$ cat src/rtl/umc_defines.svh
// Offsets, field positions, reset values and timing counts of the modem outputs.
`ifndef UMC_DEFINES_SVH
`define UMC_DEFINES_SVH
`define UMC_OFF_MCR1 3'h0
`define UMC_OFF_MCR2 3'h1
`define UMC_OFF_STATUS 3'h2
`define UMC_OFF_IDX_BASE 3'h3
`define UMC_OFF_SERIO 3'h4
`define UMC_MCR_DTR_BIT 0
`define UMC_MCR_RTS_BIT 1
`define UMC_MCR_LOOP_BIT 4
`define UMC_MCR_RESET 8'h00
`define UMC_BASE_STRAP_LO 16'h03F0
`define UMC_BASE_STRAP_HI 16'h0370
`define UMC_SETTLE_CYCLES 2'h2
`endif

$ cat src/rtl/umc_pkg.sv
// Types shared by the modem output block.
package umc_pkg;
	typedef enum logic [1:0] {
		ST_RESET,
		ST_SETTLE,
		ST_RUN
	} umc_phase_type;
	typedef struct packed {
		logic [2:0] addr;
		logic [7:0] wdata;
		logic wr;
		logic rd;
	} umc_bus_type;
	typedef struct packed {
		logic send_request_n;
		logic terminal_ready_n;
	} umc_modem_type;
endpackage

$ cat src/rtl/umc_modem_outputs.sv
// Modem handshake outputs for two serial ports and the base-select strap.
`timescale 1ns/1ps
`include "umc_defines.svh"
module umc_modem_outputs (
	// Clock and reset
	input wire logic SYS_CLK_I,
	input wire logic RST_N_I,
	// Register port
	input wire logic [2:0] ADDR_I,
	input wire logic [7:0] WDATA_I,
	input wire logic WR_I,
	input wire logic RD_I,
	output logic [7:0] RDATA_O,
	// Port one modem pins
	output logic PORT1_SEND_REQUEST_N_O,
	output logic PORT1_TERMINAL_READY_N_O,
	// Port two modem pins, send request is two-way for the strap
	input wire logic PORT2_SEND_REQUEST_N_I,
	output logic PORT2_SEND_REQUEST_N_O,
	output logic PORT2_SEND_REQUEST_N_OE_O,
	output logic PORT2_TERMINAL_READY_N_O,
	// Serial data, port two shared with infrared
	input wire logic PORT1_SERIAL_IN_I,
	input wire logic PORT2_SERIAL_IN_IR_IN_I,
	input wire logic PORT1_UART_TX_I,
	input wire logic PORT2_UART_TX_I,
	input wire logic PORT2_IR_TX_I,
	output logic PORT1_SERIAL_OUT_O,
	output logic PORT2_SERIAL_OUT_IR_OUT_O,
	output logic PORT1_UART_RX_O,
	output logic PORT2_UART_RX_O,
	output logic PORT2_IR_RX_O,
	// Configuration decode
	output logic CONFIG_BASE_STRAP_O,
	output logic [15:0] INDEX_BASE_O
);
	logic [7:0] mcr1_r, mcr1_nxt;
	logic [7:0] mcr2_r, mcr2_nxt;
	logic ir_sel_r, ir_sel_nxt;
	logic strap_r, strap_nxt;
	logic [1:0] settle_r, settle_nxt;
	umc_pkg::umc_phase_type phase_r, phase_nxt;
	logic [7:0] rdata_r, rdata_nxt;
	umc_pkg::umc_bus_type bus;
	umc_pkg::umc_modem_type m1_nxt, m2_nxt, m1_r, m2_r;

	assign bus = '{addr: ADDR_I, wdata: WDATA_I, wr: WR_I, rd: RD_I};

	// The settle counter is two bits wide, so the count must fit in it.
	if (`UMC_SETTLE_CYCLES < 1 || `UMC_SETTLE_CYCLES > 3) begin : g_settle_check
		$error("Settle count must lie between one and three.");
	end

	// Register writes and read data.
	always_comb begin
		mcr1_nxt = mcr1_r;
		mcr2_nxt = mcr2_r;
		ir_sel_nxt = ir_sel_r;
		rdata_nxt = 8'h00;
		if (bus.wr) begin
			case (bus.addr)
				`UMC_OFF_MCR1: mcr1_nxt = bus.wdata;
				`UMC_OFF_MCR2: mcr2_nxt = bus.wdata;
				`UMC_OFF_SERIO: ir_sel_nxt = bus.wdata[0];
				default: ;
			endcase
		end
		if (bus.rd) begin
			case (bus.addr)
				`UMC_OFF_MCR1: rdata_nxt = mcr1_r;
				`UMC_OFF_MCR2: rdata_nxt = mcr2_r;
				`UMC_OFF_STATUS: rdata_nxt = {4'h0,
					phase_r == umc_pkg::ST_RUN, strap_r,
					m2_r.send_request_n, m1_r.send_request_n};
				`UMC_OFF_IDX_BASE: rdata_nxt = INDEX_BASE_O[7:0];
				`UMC_OFF_SERIO: rdata_nxt = {7'h00, ir_sel_r};
				default: rdata_nxt = 8'h00;
			endcase
		end
	end

	// Strap capture: the first edge after release samples the pin, which
	// the board holds steady, before the pin is turned into an output.
	always_comb begin
		phase_nxt = phase_r;
		strap_nxt = strap_r;
		settle_nxt = settle_r;
		case (phase_r)
			umc_pkg::ST_RESET: begin
				strap_nxt = PORT2_SEND_REQUEST_N_I;
				phase_nxt = umc_pkg::ST_SETTLE;
				settle_nxt = 2'h0;
			end
			umc_pkg::ST_SETTLE: begin
				settle_nxt = settle_r + 2'h1;
				if (settle_r == `UMC_SETTLE_CYCLES - 2'h1) begin
					phase_nxt = umc_pkg::ST_RUN;
				end
			end
			umc_pkg::ST_RUN: ;
			default: phase_nxt = umc_pkg::ST_RESET;
		endcase
	end

	// Modem outputs: inactive high in loop mode, else the inverted bits.
	always_comb begin
		m1_nxt.send_request_n = mcr1_r[`UMC_MCR_LOOP_BIT] |
			~mcr1_r[`UMC_MCR_RTS_BIT];
		m1_nxt.terminal_ready_n = mcr1_r[`UMC_MCR_LOOP_BIT] |
			~mcr1_r[`UMC_MCR_DTR_BIT];
		m2_nxt.send_request_n = mcr2_r[`UMC_MCR_LOOP_BIT] |
			~mcr2_r[`UMC_MCR_RTS_BIT];
		m2_nxt.terminal_ready_n = mcr2_r[`UMC_MCR_LOOP_BIT] |
			~mcr2_r[`UMC_MCR_DTR_BIT];
	end

	always_ff @(posedge SYS_CLK_I or negedge RST_N_I) begin
		if (!RST_N_I) begin
			mcr1_r <= `UMC_MCR_RESET;
			mcr2_r <= `UMC_MCR_RESET;
			ir_sel_r <= 1'b0;
			rdata_r <= 8'h00;
			phase_r <= umc_pkg::ST_RESET;
			strap_r <= 1'b0;
			settle_r <= 2'h0;
			m1_r <= 2'b11;
			m2_r <= 2'b11;
		end else begin
			mcr1_r <= mcr1_nxt;
			mcr2_r <= mcr2_nxt;
			ir_sel_r <= ir_sel_nxt;
			rdata_r <= rdata_nxt;
			phase_r <= phase_nxt;
			strap_r <= strap_nxt;
			settle_r <= settle_nxt;
			m1_r <= m1_nxt;
			m2_r <= m2_nxt;
		end
	end

	assign RDATA_O = rdata_r;
	assign PORT1_SEND_REQUEST_N_O = m1_r.send_request_n;
	assign PORT1_TERMINAL_READY_N_O = m1_r.terminal_ready_n;
	assign PORT2_TERMINAL_READY_N_O = m2_r.terminal_ready_n;
	// The pin is driven only in the run phase so that a pull strap is not fought.
	assign PORT2_SEND_REQUEST_N_O = m2_r.send_request_n;
	assign PORT2_SEND_REQUEST_N_OE_O = (phase_r == umc_pkg::ST_RUN);
	assign CONFIG_BASE_STRAP_O = strap_r;
	assign INDEX_BASE_O = strap_r ? `UMC_BASE_STRAP_HI :
		`UMC_BASE_STRAP_LO;

	// Port two pins serve either the UART or the infrared path.
	assign PORT1_SERIAL_OUT_O = PORT1_UART_TX_I;
	assign PORT1_UART_RX_O = PORT1_SERIAL_IN_I;
	assign PORT2_SERIAL_OUT_IR_OUT_O = ir_sel_r ? PORT2_IR_TX_I :
		PORT2_UART_TX_I;
	assign PORT2_UART_RX_O = ir_sel_r ? 1'b1 : PORT2_SERIAL_IN_IR_IN_I;
	assign PORT2_IR_RX_O = ir_sel_r ? PORT2_SERIAL_IN_IR_IN_I : 1'b1;
endmodule // umc_modem_outputs

$ cat config.mk
export PLATFORM = sky130hd
export DESIGN_NAME = umc_modem_outputs
export DESIGN_NICKNAME = d
export VERILOG_FILES = /design/src/rtl/umc_pkg.sv /design/src/rtl/umc_modem_outputs.sv
export VERILOG_INCLUDE_DIRS = /design/src /design/src/rtl
export SDC_FILE = /design/constraint.sdc
export NUM_CORES = 1
export LEC_CHECK = 0
export BUFFER_PORTS_ARGS = -buffer_cell sky130_fd_sc_hd__buf_4
export CAP_MARGIN = 5
export CORE_MARGIN = 5
export CORE_UTILIZATION = 52
export CTS_CLUSTER_DIAMETER = 80
export DETAILED_ROUTE_END_ITERATION = 16
export PLACE_DENSITY = 0.83
export SYNTH_ARGS = -nofsm -noshare
export SYNTH_HDL_FRONTEND = slang
export SYNTH_SLANG_ARGS = --single-unit
export TNS_END_PERCENT = 1
$ cat constraint.sdc
create_clock -name SYS_CLK_I -period 1.7 [get_ports SYS_CLK_I]
set_clock_uncertainty 0.2 [all_clocks]
set_input_delay 0 -clock SYS_CLK_I [delete_from_list [all_inputs] [get_ports SYS_CLK_I]]
set_output_delay 0 -clock SYS_CLK_I [all_outputs]
set_load 0.005 [all_outputs]
==> impl_results.md <==
- Failing checks: negative hold slack
- Via count: roughly 1200
- RSZ-0062 raised after global routing: yes
- Max-slew headroom: approximately three fifths
- Initial antenna violation count: 0
- Hold Crit Class: in -> reg
- Clock tree sinks: 34
- Crit-path max FO: 14
- Number of port buffers: 36
- Number of synthesized flops with an enable pin: 0
- Placed Instances: about 190
- Max-cap violations: 0
- P_leak: between 1 and 1.5 nW
- Vias in the first global route: roughly 1300
- Via/cell ratio: ~5
- Area grow syn2layout: 42.7%
- Syn Area/Cell: 12.0 um2
- Largest net degree at the start of global routing: 35
- # nets final: approximately 220
- Worst-path clk slew: roughly 0.10 ns
- Synth Register Bits: 34
- Die Y: around 65 um
- I/O Pins: 56
- Worst reg-to-reg setup slack: 0.03 ns
- Final slew viol count: 0
- Switching portion of total power: 25.5%
- Worst hold slack: -0.148 ns
- CTS Buf Count: 5
- Final cell count without fillers: approximately 240
- CTS HTree Levels: 2
- # rows: 20
- CORE AREA: about 3000 um2
- CTS tree: done
- Grt total ovfl: 0
- Ys flop type: dfrtp_1
- Gpl congestion: 0.912
- Initial core utilization: a little over half
- Drt drc: 0
- Fmax: about 600 MHz
- Post-Route WL: 3.74 mm
- Number of diodes: 0
- Flop pwr share: roughly half
- Routed len/inst: between 15 and 20 um
- Crit share post-route: 98.3%
- CP endpoint kind: flop
- Cts hold-fix bufs: 36
- Crit path launch type: input port
- Synth Cell Area: around 1600 um2
- Die area: between 4000 and 5000 um2
- Power share of the combinational group: 23.5%
- Cell variety after synth: 26
- DP HPWL: between 2 and 2.5 mm
- Tmin final: 1.67 ns
- Clock power frac: 26.7%
- First-pass GRT wire length: approximately 6 mm
- Drt initial violations: 22
- Peak supply drop: 0.814 mV
- Final Hold Vio Count: 1
- P_int: 0.00154 W
- Power per Cell Area: 925 nW/um2
- Pin slew with the least headroom to its limit: about 0.58 ns
- GRT Total Usage: roughly a fifth
- Crit Path Class: in -> reg
- Net Switching: roughly 0.00053 W
- Sequential-to-total area share from yosys stat: 54.6%
- Ratio of cells with drive above 1 in the final layout: between 30% and 40%
- Antenna Nets Post-Route: 0
- TritonRoute pass-1 iters: 4
- Clock Path Buffers: 2
- Async SR Flop Fraction: between 90% and 100%
- Die W: between 60 and 70 um
- Final setup violation count: 0
- Synth Warn #: 0
- WP data arrival: around 1.7 ns
- Outcome: finished with violations
- Worst-Skew Late Latency: between 0.3 and 0.4 ns
- CTS root buffer: clkbuf_4
- Gate Count Post-Synth: 131
- Worst EP required: 1.73 ns
==> cell usage in the layout, fill, tap and decap left out, drive strengths merged <==
cell type    count
nor2b            2
buf             37
mux2            18
a2bb2oi          2
nor2             5
nor3             1
o21ai            6
dfstp            4
dfrtp           30
o21bai           1
conb            15
o21a             1
and4bb           1
clkbuf           8
dlygate4sd3     35
a21oi            6
nand2            9
nand3            1
ha               1
nand3b           2
o22a             1
nand2b           7
mux2i            5
inv              2
or2              2
nor4b            1
==> metal layers <==
layer / global-route usage, % / part of all wire (%) / routed length (um) / vias to the layer above
met3: 5.37 / 5.9 / 222 / 16
met5: 0 / 0 / 0 / -
met4: 14.0 / 4.3 / 161 / 0
met2: 31.5 / 51 / 1910 / 44
met1: 21.3 / 39 / 1440 / 597
li1: - / - / - / 552
==> cell families after synthesis <==
kind of cell,share of synthesized area (%)
AOI/OAI and AO/OA,6.47
adders and majority gates,0.798
buffers and inverters,9.90
DFF,54.6
muxes,16.1
other,0.479
and+or+nand+nor,11.7
==> path summary, 6_finish.rpt <==
path                                       startpoint                            endpoint  cells past startpoint
worst max-delay path                        ADDR_I[1]               mcr1_r[3]$_DFFE_PN0P_                      4
worst min-delay path                        ADDR_I[1]                RDATA_O[1]$_DFF_PN0_                      3
worst max register to register  mcr2_r[2]$_DFFE_PN0P_                RDATA_O[2]$_DFF_PN0_                      4
worst min register to register  mcr1_r[0]$_DFFE_PN0P_  PORT1_TERMINAL_READY_N_O$_DFF_PN1_                      1
max in group asynchronous                     RST_N_I    PORT2_SEND_REQUEST_N_O$_DFF_PN1_                      3
min in group asynchronous                     RST_N_I               mcr2_r[0]$_DFFE_PN0P_                      3
==> registers in the layout, summed over array words and instances (netlist names) <==
signal / count
mcr2_r: 8
CONFIG_BASE_STRAP_O: 1
ir_sel_r: 1
PORT1_TERMINAL_READY_N_O: 1
PORT2_TERMINAL_READY_N_O: 1
RDATA_O: 8
PORT2_SEND_REQUEST_N_O: 1
settle_r: 2
mcr1_r: 8
PORT1_SEND_REQUEST_N_O: 1
phase_r: 2
==> cell usage after synthesis (all sizes together) (4+ instances only) <==
cell type	count	area (um2)
nand2b	7	43.8
dfrtp	30	751
a21oi	6	30.0
mux2i	5	50.1
o21ai	6	30.0
nor2	5	18.8
mux2	18	203
buf	20	143
dfstp	4	105
nand2	9	33.8
==> area by class of cell <==
class | count | area [um2]
Tap cell | 33 | 41.3
Multi-Input combinational cell | 87 | 626
Inverter | 2 | 7.51
Clock buffer | 8 | 78.8
Timing Repair Buffer | 72 | 628
Sequential cell | 34 | 856
Fill cell | 178 | 741
==> timing repair <==
item / 4_1_cts / 5_1_grt
gates resized for setup: 0 / 5
endpoints found under the hold margin: 62 / 1
endpoints found under the setup margin: 0 / 4
setup buffers: 0 / 1
==> stage by stage <==
stage	worst slack, ns	total power (W)	TNS, ns	utilization [%]	cell area, um2
floorplan	0.446	0.00123	0	-	1620
global placement	0.288	0.00136	0	59.8	1780
detailed placement	0.226	0.00138	0	59.8	1780
CTS	0.0178	0.00203	0	74.5	2220
global route	-0.0176	0.00217	-0.0336	75.1	2240
finish	0.0289	0.00207	0	75.1	2240
==> critical path: stages <==
cell and delay (ns):
buf_4 0.17, nor4b_4 0.56, mux2_2 0.40, dlygate4sd3_1 0.57
==> power by group through the flow <==
stage	Clock [W]	Sequential, W	Combinational (W)
6_report	0.000552	0.00103	0.000487
5_1_grt	0.000593	0.00105	0.000526
4_1_cts	0.000548	0.00102	0.000462
3_5_place_dp	0	0.00104	0.000338
3_3_place_gp	0	0.00104	0.000323
2_1_floorplan	0	0.00102	0.000214
(Power assumes the default switching activity.)
